===== src/hw/pio_pkg.sv =====
// Package of constants and types for the peripheral port and tape path.
package pio_pkg;
  // ----------------------------------------------------------------
  // Word and field layout
  // ----------------------------------------------------------------
  localparam int WORD_W       = 18;
  localparam int CHAR_W       = 8;
  localparam int DEVA_W       = 4;
  localparam int CLASS_LSB    = 7;
  localparam int CLASS_W      = 4;
  localparam int OPK_LSB      = 0;
  localparam int OPK_W        = 2;
  localparam int OPS_LSB      = 0;
  localparam int OPS_W        = 7;
  localparam int NCHAN        = 4;
  localparam int NIRQ         = 3;
  localparam int TAPE_SHIFT   = 7;
  localparam logic [15:0] FULLOP_CLASSES = 16'hF000;
  // ----------------------------------------------------------------
  // Tape device addresses
  // ----------------------------------------------------------------
  localparam logic [3:0] DEV_READER = 4'h1;
  localparam logic [3:0] DEV_PUNCH  = 4'h2;
  localparam logic [3:0] DEV_TTY    = 4'h3;
  // ----------------------------------------------------------------
  // APB map
  // ----------------------------------------------------------------
  localparam logic [7:0] A_ACC    = 8'h00;
  localparam logic [7:0] A_AUX    = 8'h04;
  localparam logic [7:0] A_INSTR  = 8'h08;
  localparam logic [7:0] A_CMD    = 8'h0C;
  localparam logic [7:0] A_STATUS = 8'h10;
  localparam logic [7:0] A_BADDR  = 8'h14;
  localparam logic [7:0] A_BCNT   = 8'h18;
  localparam logic [7:0] A_CTRLW  = 8'h1C;
  localparam logic [7:0] A_TSTAT  = 8'h20;
  localparam logic [7:0] A_ATU    = 8'h24;
  // Command codes written to A_CMD.
  localparam logic [3:0] C_WORD_IN  = 4'h1;
  localparam logic [3:0] C_WORD_OUT = 4'h2;
  localparam logic [3:0] C_BLK_IN   = 4'h3;
  localparam logic [3:0] C_BLK_OUT  = 4'h4;
  localparam logic [3:0] C_CTRL     = 4'h5;
  localparam logic [3:0] C_TAPE_IN  = 4'h6;
  localparam logic [3:0] C_TAPE_OUT = 4'h7;
  localparam logic [3:0] C_ONLINE   = 4'h8;
  localparam logic [3:0] C_OFFLINE  = 4'h9;
  localparam logic [WORD_W-1:0] ACC_RST = 18'h00000;

  typedef enum logic [1:0] {PIO_OPK_DATA_IN, PIO_OPK_DATA_OUT, PIO_OPK_CTRL, PIO_OPK_STAT} pio_opk_t;

  function automatic logic [CLASS_W-1:0] pio_class(input logic [WORD_W-1:0] ins);
    pio_class = ins[CLASS_LSB +: CLASS_W];
  endfunction
endpackage


===== src/hw/pio_tape.sv =====
// Tape character path: reader merge, punch buffer, device busy and on-line mode.
`timescale 1ns/1ps
module pio_tape
  import pio_pkg::*;
(
  // Clock and reset
  input  wire logic              clk,
  input  wire logic              resetn,
  // Request
  input  wire logic              req,
  input  wire logic              is_in,
  input  wire logic              set_online,
  input  wire logic              set_offline,
  input  wire logic [DEVA_W-1:0] dev,
  input  wire logic [WORD_W-1:0] acc,
  // Devices
  input  wire logic [CHAR_W-1:0] rd_char,
  input  wire logic              rd_ready,
  input  wire logic              pun_ready,
  input  wire logic              tty_ready,
  output logic       [CHAR_W-1:0] pun_char,
  output logic                   pun_strobe,
  output logic                   rd_ack,
  // Result
  output logic                   done,
  output logic                   stall,
  output logic                   acc_we,
  output logic       [WORD_W-1:0] acc_new,
  output logic                   online
);
  logic dev_ok;
  logic known;
  always_comb begin
    known = (dev == DEV_READER) || (dev == DEV_PUNCH) || (dev == DEV_TTY);
    case (dev)
      DEV_READER: dev_ok = rd_ready;
      DEV_PUNCH:  dev_ok = pun_ready;
      DEV_TTY:    dev_ok = tty_ready;
      default:    dev_ok = 1'b1;
    endcase
  end

  always_ff @(posedge clk) begin
    if (!resetn) begin
      online <= 1'b0;
    end else if (set_online) begin
      online <= 1'b1;
    end else if (set_offline) begin
      online <= 1'b0;
    end
  end

  always_ff @(posedge clk) begin
    if (!resetn) begin
      done       <= 1'b0;
      stall      <= 1'b0;
      acc_we     <= 1'b0;
      acc_new    <= ACC_RST;
      pun_char   <= 8'h00;
      pun_strobe <= 1'b0;
      rd_ack     <= 1'b0;
    end else begin
      done       <= 1'b0;
      acc_we     <= 1'b0;
      pun_strobe <= 1'b0;
      rd_ack     <= 1'b0;
      stall      <= 1'b0;
      if (req) begin
        if (!dev_ok && known && !online) begin
          stall <= 1'b1;
        end else if (!dev_ok && known) begin
          done <= 1'b1;
        end else begin
          done <= 1'b1;
          if (is_in) begin
            // Shift seven and merge; bit 8 keeps the old bit 1 folded in. A teleprinter code keeps its parity on track 8.
            acc_new    <= {acc[WORD_W-1-TAPE_SHIFT:0], 7'h00} | {10'h000, rd_char};
            acc_we     <= 1'b1;
            rd_ack     <= 1'b1;
          end else begin
            pun_char   <= acc[CHAR_W-1:0];
            pun_strobe <= 1'b1;
          end
        end
      end
    end
  end
endmodule


===== src/hw/pio_arb.sv =====
// Fixed-priority arbiter for the autonomous store channels.
`timescale 1ns/1ps
module pio_arb
  import pio_pkg::*;
(
  // Clock and reset
  input  wire logic             clk,
  input  wire logic             resetn,
  // Requests and grants
  input  wire logic [NCHAN-1:0] req,
  input  wire logic             cpu_busy,
  output logic       [NCHAN-1:0] gnt
);
  always_ff @(posedge clk) begin
    if (!resetn) begin
      gnt <= 4'h0;
    end else begin
      gnt <= 4'h0;
      // The processor keeps the bus when it needs it; channels steal only free cycles.
      if (!cpu_busy) begin
        if (req[0]) gnt <= 4'h1;
        else if (req[1]) gnt <= 4'h2;
        else if (req[2]) gnt <= 4'h4;
        else if (req[3]) gnt <= 4'h8;
      end
    end
  end
endmodule


===== src/hw/pio_top.sv =====
// Processor-side peripheral port with tape path and autonomous store channels.
// ------------------------------------------------------------------
// Overview of operation
// - Single-word command moves one 18-bit word between accumulator and peripheral.
// - Block command moves words between peripheral and consecutive store using accumulator and auxiliary.
// - Autonomous channels move words to store while the processor continues.
// - Tape path carries 8-bit characters selected by a 4-bit device address.
// - Standard interface data is a full 18-bit parallel word.
// - Class number 0 to 15 comes from instruction bits 8 to 11.
// - Instruction bits 1 and 2 give the operation kind.
// - Some classes receive instruction bits 1 to 7 as operation specifier.
// - Control words may follow an operation to refine it.
// - Three interrupt lines are served by priority.
// - Four autonomous channels, each serving up to eight peripherals.
// - Channels steal single store cycles; processor logic arbitrates the bus.
// - Tape input shifts accumulator left seven and loads eight low bits.
// - New bit 8 is old bit 1 OR tape bit 8.
// - Tape output copies eight low accumulator bits to punch when ready.
// - Teleprinter codes are seven bits with parity on track 8.
// - Off-line mode stalls until the addressed tape device is ready.
// - On-line mode treats a busy tape device instruction as no-op.
// - On-line only by command; off-line by command or reset.
// - Status word shows one busy bit per tape device.
// ------------------------------------------------------------------
//
// Chosen here: the APB register port and the placing of the registers.
`timescale 1ns/1ps
module pio_top
  import pio_pkg::*;
(
  // Clock and reset
  input  wire logic              clk,
  input  wire logic              resetn,
  // APB slave
  input  wire logic              psel,
  input  wire logic              penable,
  input  wire logic              pwrite,
  input  wire logic [7:0]        paddr,
  input  wire logic [31:0]       pwdata,
  output logic                   pready,
  output logic       [31:0]      prdata,
  output logic                   pslverr,
  // Standard peripheral interface
  output logic       [WORD_W-1:0] spi_dout,
  input  wire logic [WORD_W-1:0] spi_din,
  output logic       [CLASS_W-1:0] spi_class,
  output logic       [OPS_W-1:0] spi_op,
  output logic                   spi_ctrl_word,
  output logic                   spi_out_stb,
  output logic                   spi_in_stb,
  input  wire logic              spi_ack,
  input  wire logic [NIRQ-1:0]   spi_irq,
  output logic       [1:0]       irq_level,
  output logic                   irq_active,
  // Store port for block transfers
  output logic                   st_we,
  output logic       [15:0]      st_addr,
  output logic       [WORD_W-1:0] st_wdata,
  input  wire logic [WORD_W-1:0] st_rdata,
  // Autonomous channels
  input  wire logic [NCHAN-1:0]  atu_req,
  output logic       [NCHAN-1:0] atu_gnt,
  // Tape devices
  input  wire logic [CHAR_W-1:0] rd_char,
  input  wire logic              rd_ready,
  output logic                   rd_ack,
  input  wire logic              pun_ready,
  input  wire logic              tty_ready,
  output logic       [CHAR_W-1:0] pun_char,
  output logic                   pun_strobe
);
  // ----------------------------------------------------------------
  // State
  // ----------------------------------------------------------------
  typedef enum logic [2:0] {PIO_IDLE, PIO_WORD, PIO_BLK_RD, PIO_BLK_XF, PIO_TAPE} pio_state_t;
  pio_state_t state_reg;
  logic [WORD_W-1:0] acc_reg;
  logic [WORD_W-1:0] aux_reg;
  logic [WORD_W-1:0] instr_reg;
  logic [15:0]       baddr_reg;
  logic [15:0]       bcnt_reg;
  logic              blk_in_reg;
  logic              word_in_reg;
  logic              tape_req;
  logic              tape_in_reg;
  logic [DEVA_W-1:0] tape_dev_reg;
  logic              t_done, t_stall, t_we, t_online;
  logic [WORD_W-1:0] t_acc;
  logic [NCHAN-1:0]  gnt_w;
  logic              busy;
  logic              wr_en, rd_en, cmd_wr;
  logic [3:0]        cmd;

  assign wr_en  = psel && penable && pwrite;
  assign rd_en  = psel && penable && !pwrite;
  assign cmd_wr = wr_en && (paddr == A_CMD) && (state_reg == PIO_IDLE);
  assign cmd    = pwdata[3:0];
  assign busy   = (state_reg != PIO_IDLE);
  assign tape_req = (state_reg == PIO_TAPE) && !t_done;

  // ----------------------------------------------------------------
  // Sub-blocks
  // ----------------------------------------------------------------
  pio_tape u_tape (
    .clk        (clk),
    .resetn     (resetn),
    .req        (tape_req),
    .is_in      (tape_in_reg),
    .set_online (cmd_wr && (cmd == C_ONLINE)),
    .set_offline(cmd_wr && (cmd == C_OFFLINE)),
    .dev        (tape_dev_reg),
    .acc        (acc_reg),
    .rd_char    (rd_char),
    .rd_ready   (rd_ready),
    .pun_ready  (pun_ready),
    .tty_ready  (tty_ready),
    .pun_char   (pun_char),
    .pun_strobe (pun_strobe),
    .rd_ack     (rd_ack),
    .done       (t_done),
    .stall      (t_stall),
    .acc_we     (t_we),
    .acc_new    (t_acc),
    .online     (t_online)
  );

  // Block transfers hold the store port, so channels see it busy meanwhile.
  pio_arb u_arb (
    .clk     (clk),
    .resetn  (resetn),
    .req     (atu_req),
    .cpu_busy(state_reg == PIO_BLK_RD || state_reg == PIO_BLK_XF),
    .gnt     (gnt_w)
  );
  assign atu_gnt = gnt_w;

  // ----------------------------------------------------------------
  // Instruction decode
  // ----------------------------------------------------------------
  always_ff @(posedge clk) begin
    if (!resetn) begin
      spi_class <= 4'h0;
      spi_op    <= 7'h00;
    end else begin
      spi_class <= pio_class(instr_reg);
      if (FULLOP_CLASSES[pio_class(instr_reg)]) begin
        spi_op <= instr_reg[OPS_LSB +: OPS_W];
      end else begin
        spi_op <= {5'h00, instr_reg[OPK_LSB +: OPK_W]};
      end
    end
  end

  // ----------------------------------------------------------------
  // Sequencer
  // ----------------------------------------------------------------
  always_ff @(posedge clk) begin
    if (!resetn) begin
      state_reg     <= PIO_IDLE;
      acc_reg       <= ACC_RST;
      aux_reg       <= ACC_RST;
      instr_reg     <= ACC_RST;
      baddr_reg     <= 16'h0000;
      bcnt_reg      <= 16'h0000;
      blk_in_reg    <= 1'b0;
      word_in_reg   <= 1'b0;
      tape_in_reg   <= 1'b0;
      tape_dev_reg  <= 4'h0;
      spi_dout      <= ACC_RST;
      spi_out_stb   <= 1'b0;
      spi_in_stb    <= 1'b0;
      spi_ctrl_word <= 1'b0;
      st_we         <= 1'b0;
      st_addr       <= 16'h0000;
      st_wdata      <= ACC_RST;
    end else begin
      st_we <= 1'b0;
      if (wr_en && !busy) begin
        case (paddr)
          A_ACC:   acc_reg   <= pwdata[WORD_W-1:0];
          A_AUX:   aux_reg   <= pwdata[WORD_W-1:0];
          A_INSTR: instr_reg <= pwdata[WORD_W-1:0];
          A_BADDR: baddr_reg <= pwdata[15:0];
          A_BCNT:  bcnt_reg  <= pwdata[15:0];
          default: ;
        endcase
      end
      case (state_reg)
        PIO_IDLE: begin
          if (cmd_wr) begin
            case (cmd)
              C_WORD_IN, C_WORD_OUT, C_CTRL: begin
                state_reg     <= PIO_WORD;
                word_in_reg   <= (cmd == C_WORD_IN);
                spi_ctrl_word <= (cmd == C_CTRL);
                spi_dout      <= acc_reg;
                spi_out_stb   <= (cmd != C_WORD_IN);
                spi_in_stb    <= (cmd == C_WORD_IN);
              end
              C_BLK_IN, C_BLK_OUT: begin
                if (bcnt_reg != 16'h0000) begin
                  blk_in_reg <= (cmd == C_BLK_IN);
                  aux_reg    <= {2'b00, bcnt_reg};
                  state_reg  <= (cmd == C_BLK_IN) ? PIO_BLK_XF : PIO_BLK_RD;
                  spi_in_stb <= (cmd == C_BLK_IN);
                  st_addr    <= baddr_reg;
                end
              end
              C_TAPE_IN, C_TAPE_OUT: begin
                state_reg    <= PIO_TAPE;
                tape_in_reg  <= (cmd == C_TAPE_IN);
                tape_dev_reg <= pwdata[7:4];
              end
              default: ;
            endcase
          end
        end
        PIO_WORD: begin
          if (spi_ack) begin
            if (word_in_reg) acc_reg <= spi_din;
            spi_out_stb   <= 1'b0;
            spi_in_stb    <= 1'b0;
            spi_ctrl_word <= 1'b0;
            state_reg     <= PIO_IDLE;
          end
        end
        PIO_BLK_RD: begin
          // Output block: fetch a word into the accumulator, then hand it out.
          acc_reg     <= st_rdata;
          spi_dout    <= st_rdata;
          spi_out_stb <= 1'b1;
          state_reg   <= PIO_BLK_XF;
        end
        PIO_BLK_XF: begin
          if (spi_ack) begin
            spi_out_stb <= 1'b0;
            if (blk_in_reg) begin
              acc_reg  <= spi_din;
              st_wdata <= spi_din;
              st_we    <= 1'b1;
            end
            aux_reg <= aux_reg - 18'h00001;
            if (aux_reg == 18'h00001) begin
              spi_in_stb <= 1'b0;
              state_reg  <= PIO_IDLE;
            end else begin
              state_reg <= blk_in_reg ? PIO_BLK_XF : PIO_BLK_RD;
            end
          end
          // Input steps after its store write lands; output steps once the word is taken.
          if (st_we || (spi_ack && !blk_in_reg)) st_addr <= st_addr + 16'h0001;
        end
        PIO_TAPE: begin
          if (t_we) acc_reg <= t_acc;
          if (t_done) state_reg <= PIO_IDLE;
        end
        default: state_reg <= PIO_IDLE;
      endcase
    end
  end

  // ----------------------------------------------------------------
  // Interrupt priority
  // ----------------------------------------------------------------
  always_ff @(posedge clk) begin
    if (!resetn) begin
      irq_level  <= 2'h0;
      irq_active <= 1'b0;
    end else begin
      irq_active <= |spi_irq;
      if (spi_irq[0]) irq_level <= 2'h1;
      else if (spi_irq[1]) irq_level <= 2'h2;
      else if (spi_irq[2]) irq_level <= 2'h3;
      else irq_level <= 2'h0;
    end
  end

  // ----------------------------------------------------------------
  // APB read path
  // ----------------------------------------------------------------
  always_ff @(posedge clk) begin
    if (!resetn) begin
      pready  <= 1'b0;
      prdata  <= 32'h00000000;
      pslverr <= 1'b0;
    end else begin
      pready  <= psel && !penable;
      pslverr <= 1'b0;
      if (psel && !penable && !pwrite) begin
        case (paddr)
          A_ACC:    prdata <= {14'h0000, acc_reg};
          A_AUX:    prdata <= {14'h0000, aux_reg};
          A_INSTR:  prdata <= {14'h0000, instr_reg};
          A_STATUS: prdata <= {28'h0000000, t_stall, t_online, busy, 1'b0};
          A_BADDR:  prdata <= {16'h0000, baddr_reg};
          A_BCNT:   prdata <= {16'h0000, bcnt_reg};
          A_TSTAT:  prdata <= {29'h00000000, !tty_ready, !pun_ready, !rd_ready};
          A_ATU:    prdata <= {24'h000000, atu_gnt, atu_req};
          default:  prdata <= 32'h00000000;
        endcase
        pslverr <= !(paddr == A_ACC || paddr == A_AUX || paddr == A_INSTR || paddr == A_STATUS ||
                     paddr == A_BADDR || paddr == A_BCNT || paddr == A_TSTAT || paddr == A_ATU);
      end
    end
  end
endmodule


===== config.mk =====
export PLATFORM = sky130hd
export DESIGN_NAME = pio_top
export DESIGN_NICKNAME = d
export VERILOG_FILES = /design/src/hw/pio_pkg.sv /design/src/hw/pio_tape.sv /design/src/hw/pio_arb.sv /design/src/hw/pio_top.sv
export SDC_FILE = /design/constraint.sdc
export NUM_CORES = 1
export LEC_CHECK = 0
export BUFFER_PORTS_ARGS = -buffer_cell sky130_fd_sc_hd__buf_2
export CAP_MARGIN = 20
export CORE_UTILIZATION = 26
export CTS_CLUSTER_SIZE = 20
export DETAILED_ROUTE_END_ITERATION = 16
export SLEW_MARGIN = 20
export SYNTH_ARGS = -nofsm -noshare
export SYNTH_HDL_FRONTEND = slang
export SYNTH_SLANG_ARGS = --single-unit

===== constraint.sdc =====
create_clock -name clk -period 5 [get_ports clk]
set_input_delay 1.25 -clock clk [delete_from_list [all_inputs] [get_ports clk]]
set_output_delay 1.25 -clock clk [all_outputs]
set_load 0.1 [all_outputs]

==> results.sh, run 1 <==
export IMPL_diodes=0
export IMPL_crit_top_cell="nand3_1"
export IMPL_drtIter0Drc=782
export IMPL_cellPowerDensity_nw_per_um2=306.9
export IMPL_regToRegSetupSlack_ps=2160
export IMPL_cp_end_kind="flip-flop"
export IMPL_cpMaxStageDelayCell="or4_1"
export IMPL_hp_class="flip-flop to flip-flop"
export IMPL_synth_cells=1247
export IMPL_timing_rr_start="state_reg[0]$_SDFFE_PN0P_"
export IMPL_fmax_mhz=275.0
export IMPL_reg2reg_depth=5
export IMPL_cts_resized=0
export IMPL_cp_cell_sequence="buf_2 > or4_1 > nor4_4 > nand3_1 > nand3_1 > o22ai_1"
export IMPL_worst_slack_ps=1364
export IMPL_synth_area_per_cell_um2=8.435
export IMPL_clkTransAtPathRegs_ps=60
export IMPL_drv_slew=0
export IMPL_firstDrtPassIters=5
export IMPL_hold_buffers=0
export IMPL_cap_violations=0
export IMPL_crit_family="simple AND/OR/NAND/NOR gates"
export IMPL_fin_crit_sh_pct=72.72
export IMPL_min_from="prdata[5]$_SDFFE_PN0P_"
export IMPL_critPathArrivalTime_ps=4040
export IMPL_die_y_um=203.1
export IMPL_path_class="input port to flip-flop"
export IMPL_cts_max_path_buffers=3
export IMPL_grt_max_degree=66
export IMPL_ant_nets=0
export IMPL_synthFlopType="dfxtp_1"
export IMPL_r2r_end="aux_reg[17]$_SDFF_PN0_"
export IMPL_io_pins=218
export IMPL_tritoncts="yes"
export IMPL_crit_buf_inv=1
export IMPL_grt_pass1_vias=9805
export IMPL_num_vias=10030
export IMPL_ys_ff_latch=222
export IMPL_grt_ovfl_total=0
export IMPL_hold_slack_ps=453.7
export IMPL_fin_setup_tns_ps=0
export IMPL_ys_seq_area_share_pct=42.25
export IMPL_io_buffers=189
export IMPL_placed_cell_area_um2=11890
export IMPL_synth_most_common_cell="dfxtp_1"
export IMPL_hold_end="prdata[5]$_SDFFE_PN0P_"
export IMPL_async_reset_ff_share_pct=0
export IMPL_yosys_top_cells_area="dfxtp_1 42%, a21oi_1 7.9%, mux2i_1 6.8%"
export IMPL_cp_max_fo=18
export IMPL_max_slew_worst_pin_slew_ps=1035
export IMPL_die_area_um2=41270
export IMPL_synthesis_area_um2=10520
export IMPL_yosysTopAreaCellShare_pct=42.25
export IMPL_globalplace_congestion=0.9109
export IMPL_synth_common_cells="222 x dfxtp_1, 172 x nand2_1, 165 x a21oi_1, 91 x nor2_1, 72 x clkbuf_1"
export IMPL_max_slew_margin_rel_pct=30.80
export IMPL_syn_to_final_growth_pct=20.72
export IMPL_grt_antenna_before_repair=1
export IMPL_htreeDepth=1
export IMPL_period_minus_slack_ps=3636
export IMPL_fin_skew_ps=9.460
export IMPL_yosys_warnings=0
export IMPL_drt_total_wl_um=38850
export IMPL_setup_violations=0
export IMPL_synth_edff_count=0
export IMPL_synth_distinct_cells=75
export IMPL_cts_buffers=25
export IMPL_crit_required_ps=5410
export IMPL_nets=1495
export IMPL_place_worst_setup_slack_ps=868.5
export IMPL_grt_first_pass_wirelength_um=59590
export IMPL_core_area_um2=39820
export IMPL_peakVddDrop_mv=0.2588
export IMPL_vias_per_cell=5.192
export IMPL_start_util_pct=26.41
export IMPL_hold_depth=2
export IMPL_cts_setup_buffers=0
export IMPL_rows=73
export IMPL_cts_sinks=222
export IMPL_die_x_um=203.1
export IMPL_cp_slowest_stage_delay_ps=890
export IMPL_cts_root_buf="clkbuf_16"
export IMPL_dp_hpwl_um=28210
export IMPL_critPathLaunchType="input port"
export IMPL_grtUsageTotal_pct=18.47
export IMPL_synth_area_leader_cell="dfxtp_1"
export IMPL_fin_area_um2=12700
export IMPL_cellLeakagePower_nw=4.801
export IMPL_grt_setup_unrepaired="false"
export IMPL_clkLatencyLatePin_ps=530
export IMPL_status="completed"
export IMPL_drc=0
export IMPL_wl_per_cell_um=20.12
export IMPL_drive_gt1_share_pct=19.91
export IMPL_hold_viol=0
## cell type report
type                       count  area, um^2
fill                        4285       27120
clock inverter                 7       116.4
multi-input combinational    916        5607
clock buffer                  34       689.4
timing repair buffer         214        1134
inverter                      13       51.30
sequential                   222        4444
tap                          525       656.9
## per-layer routing
metal | global-route usage (%) | up-vias | share of wire (%) | routed length [um]
li1 | - | 4803 | - | -
met1 | 24.60 | 4815 | 44 | 17070
met2 | 30.43 | 350 | 47 | 18140
met3 | 3.611 | 56 | 7.0 | 2733
met4 | 4.699 | 2 | 2.3 | 901
met5 | 0 | - | 0.028 | 11
## through the flow
step	instances	total power, mW	utilization (%)
2_1_floorplan	1260	1.985	-
3_3_place_gp	1890	2.071	29.85
3_5_place_dp	1890	2.073	29.85
4_1_cts	1931	3.937	31.88
5_1_grt	1931	4.021	31.89
6_report	1931	3.897	31.89
## worst min-delay path, cell delays in order, from the launching register on
cell,delay (ps)
dfxtp_1,320
nand2_1,40
o21ai_0,50
## where the power goes
| part | total, mW | switching (mW) | internal (mW) |
|---|---|---|---|
| clock network | 1.86 | 0.750 | 1.11 |
| logic | 0.256 | 0.206 | 0.0491 |
| registers | 1.78 | 0.00338 | 1.78 |
## cells in the final DEF (no fill, tap or decap), types with 11 or more instances in the layout
master / count
inv_1: 12
and2_1: 11
nor4_1: 12
a221oi_1: 25
buf_2: 189
buf_4: 25
a211oi_1: 23
nor2_1: 90
nand3_1: 37
dfxtp_1: 222
mux2i_1: 71
a22oi_1: 36
a21oi_1: 164
xnor2_1: 11
o2bb2ai_1: 11
or3_1: 22
and3_1: 30
nor3_1: 17
nand2_1: 172
clkbuf_16: 25
o21ai_0: 26
conb_1: 14
## logic make-up after synthesis
| family | share of synthesized area (%) |
|---|---|
| simple gates | 21.15 |
| mux | 8.576 |
| buf+inv | 5.507 |
| fa+ha+maj | 0.3569 |
| xor+xnor | 0.9992 |
| other cells | 0.03565 |
| flops | 42.25 |
| compound gates | 21.13 |
## worst max path at each step
stage,startpoint,to,cells past startpoint
finish,paddr[4],aux_reg[17]$_SDFF_PN0_,6
global route,paddr[4],aux_reg[17]$_SDFF_PN0_,6
CTS,paddr[4],aux_reg[17]$_SDFF_PN0_,6
detailed placement,paddr[4],aux_reg[17]$_SDFF_PN0_,6
global placement,paddr[4],aux_reg[17]$_SDFF_PN0_,6
floorplan,paddr[4],aux_reg[10]$_SDFF_PN0_,7
Power figures use the tool's default switching activity.
==> run 2: changes to the inputs <==
ABC_AREA = 1   (was not set)
clock period = 3.7 ns   (was 5 ns; I/O delays follow)
==> run 2 against run 1 <==
Total power up 41%. Area after synthesis up 4.5%. First-iteration DRC count up 39%. Sequential power up 35%. Register-to-register slack worse by 1000 ps. Wire length up 4.8%. Global-route usage down 0.14 points. Critical path depth up 3. Clock power up 50%. Cell count up 24%.
==> results.sh, run 2 <==
export IMPL_status="completed"
export IMPL_clkTransAtPathRegs_ps=60
export IMPL_grtUsageTotal_pct=18.33
export IMPL_place_inst=2353
export IMPL_synthFlopType="dfxtp_1"
export IMPL_yosys_warnings=0
export IMPL_dp_hpwl_um=30350
export IMPL_critPathLaunchType="flip-flop"
export IMPL_cts_sinks=222
export IMPL_drv_slew=0
export IMPL_start_util_pct=26.62
export IMPL_cts_buffers=27
export IMPL_cts_max_path_buffers=3
export IMPL_synth_cells=1693
export IMPL_io_buffers=189
export IMPL_synth_distinct_cells=45
export IMPL_drive_gt1_share_pct=15.62
export IMPL_cts_setup_buffers=0
export IMPL_ys_ff_latch=222
export IMPL_ant_nets=0
export IMPL_synth_area_leader_cell="dfxtp_1"
export IMPL_cellPowerDensity_nw_per_um2=412.4
export IMPL_hold_viol=0
export IMPL_clkPwrFrac_pct=50.8
export IMPL_cap_violations=0
export IMPL_hold_end="spi_out_stb$_SDFFE_PN0P_"
export IMPL_critPathArrivalTime_ps=2970
export IMPL_synth_xor_area_share_pct=0.6374
export IMPL_fin_setup_tns_ps=0
export IMPL_max_slew_margin_rel_pct=36.41
export IMPL_globalplace_congestion=0.9492
export IMPL_path_class="flip-flop to flip-flop"
export IMPL_synthSimpleGateAreaFrac_pct=33.93
export IMPL_synth_most_common_cell="nand2_1"
export IMPL_synth_area_per_cell_um2=6.493
export IMPL_die_area_um2=43110
export IMPL_synth_edff_count=0
export IMPL_grt_ovfl_total=0
export IMPL_cellLeakagePower_nw=5.781
export IMPL_power_frac_comb_pct=5.6
export IMPL_setup_violations=0
export IMPL_synth_top_family_by_area="simple AND/OR/NAND/NOR gates"
export IMPL_p_switching_mw=1.360
export IMPL_die_x_um=207.6
export IMPL_drt_total_wl_um=40720
export IMPL_num_vias=11740
export IMPL_reg2reg_depth=9
export IMPL_tritoncts="yes"
export IMPL_grt_pass1_vias=10690
export IMPL_drc=0
export IMPL_core_area_um2=41290
export IMPL_hold_depth=2
export IMPL_crit_required_ps=4100
export IMPL_synth_compound_area_share_pct=15.79
export IMPL_grt_max_degree=58
export IMPL_fmax_mhz=389.9
export IMPL_synth_mux_area_share_pct=0
export IMPL_p_int_mw=4.130
export IMPL_synthesis_area_um2=10990
export IMPL_grt_first_pass_wirelength_um=61890
export IMPL_htreeDepth=1
export IMPL_hold_buffers=0
export IMPL_regToRegSetupSlack_ps=1140
export IMPL_clkLatencyLatePin_ps=550
export IMPL_grt_antenna_before_repair=3
export IMPL_seq_power_share_pct=43.7
export IMPL_grt_setup_unrepaired="false"
export IMPL_swShare_pct=24.77
export IMPL_period_minus_slack_ps=2565
export IMPL_peakVddDrop_mv=0.2945
export IMPL_vias_per_cell=4.885
export IMPL_drtIter0Drc=1088
export IMPL_stdcell_count=2404
export IMPL_max_slew_worst_pin_slew_ps=953.8
export IMPL_rows=74
export IMPL_timing_rr_start="state_reg[2]$_SDFFE_PN0P_"
export IMPL_cts_resized=0
export IMPL_synth_common_cells="497 x nand2_1, 238 x nor2_1, 222 x dfxtp_1, 145 x a21oi_1, 133 x o21ai_0"
export IMPL_yosysTopAreaCellShare_pct=40.43
export IMPL_fin_skew_ps=12.10
export IMPL_final_cell_mix="497 x nand2_1, 238 x nor2_1, 222 x dfxtp_1"
export IMPL_cp_end_kind="flip-flop"
export IMPL_cp_max_fo=22
export IMPL_synthAdderAreaFrac_pct=0.3415
export IMPL_async_reset_ff_share_pct=0
export IMPL_io_pins=218
export IMPL_wl_per_cell_um=16.94
export IMPL_cts_root_buf="clkbuf_16"
export IMPL_syn_to_final_growth_pct=21.08
export IMPL_power_mw=5.490
export IMPL_ys_seq_area_share_pct=40.43
export IMPL_hp_class="flip-flop to flip-flop"
export IMPL_firstDrtPassIters=5
export IMPL_r2r_end="aux_reg[1]$_SDFF_PN0_"
export IMPL_yosys_top_cells_area="dfxtp_1 40%, nand2_1 17%, nor2_1 8.1%"
export IMPL_min_from="spi_out_stb$_SDFFE_PN0P_"
export IMPL_die_y_um=207.6
export IMPL_fin_crit_sh_pct=69.31
export IMPL_nets=1953
export IMPL_layout_commonest_cell="nand2_1"
export IMPL_fin_util_pct=32.23
run 2: critical path, cell delays in order, from the launching register on:
cell,delay [ps]
dfxtp_1,760
nor2_1,260
inv_1,170
nor2_2,40
buf_4,190
inv_1,610
nor2_1,70
o21bai_1,170
nor2_1,90
nor2_1,50
run 2: worst max path at each step:
stage / cells past startpoint / end / slack, ps / startpoint
after floorplan: 10 / st_addr[2]$_SDFFE_PN0P_ / 1520 / paddr[7]
after global placement: 10 / aux_reg[5]$_SDFF_PN0_ / 730 / paddr[1]
after detailed placement: 10 / aux_reg[5]$_SDFF_PN0_ / 670 / paddr[1]
after CTS: 7 / bcnt_reg[2]$_SDFFE_PN0P_ / 1200 / state_reg[1]$_SDFFE_PN0P_
after global routing: 7 / bcnt_reg[7]$_SDFFE_PN0P_ / 920 / state_reg[1]$_SDFFE_PN0P_
final: 9 / aux_reg[1]$_SDFF_PN0_ / 1140 / state_reg[2]$_SDFFE_PN0P_
run 2: logic make-up (layout without fill, tap and decap cells):
group                    after synthesis  count (layout)
AND/OR/NAND/NOR                      906             906
flip-flops                           222             222
other                                  1              17
adder cells (fa/ha/maj)                3               3
AO/OA/AOI/OAI                        326             326
buffers and inverters                227             390
XOR/XNOR                               8               8
run 2: power by group through the flow:
stage	Sequential, mW	Combinational, mW	Clock, mW
final	2.40	0.306	2.79
after floorplan	2.48	0.162	0
after global placement	2.45	0.299	0
after CTS	2.40	0.303	2.85
after global routing	2.40	0.322	2.94
after detailed placement	2.45	0.302	0
run 2: routing by layer:
layer  part of all wire [%]  vias to the layer above  GRT usage (%)
met2                     43                      494          27.67
met1                     46                     5412          25.94
li1                       -                     5755              -
met3                    8.1                       80          3.359
met4                    3.2                        2          6.539
met5                  0.032                        -              0
run 2: stage by stage:
step | worst slack [ps] | hold slack (ps) | instance area (um^2)
after floorplan | 1517 | 417.0 | 11040
after global placement | 731.6 | 434.9 | 12360
after detailed placement | 670.1 | 439.2 | 12360
after CTS | 1203 | 448.7 | 13300
after global routing | 921.6 | 479.0 | 13310
final | 1135 | 440.7 | 13310
run 2: area by class of cell:
type | instances | area [um^2]
timing repair buffer | 211 | 1136
tap | 532 | 665.6
inverter | 131 | 493.0
clock buffer | 34 | 762.0
clock inverter | 14 | 176.4
multi-input combinational | 1257 | 5625
fill | 4538 | 27980
antenna | 3 | 7.507
sequential | 222 | 4444
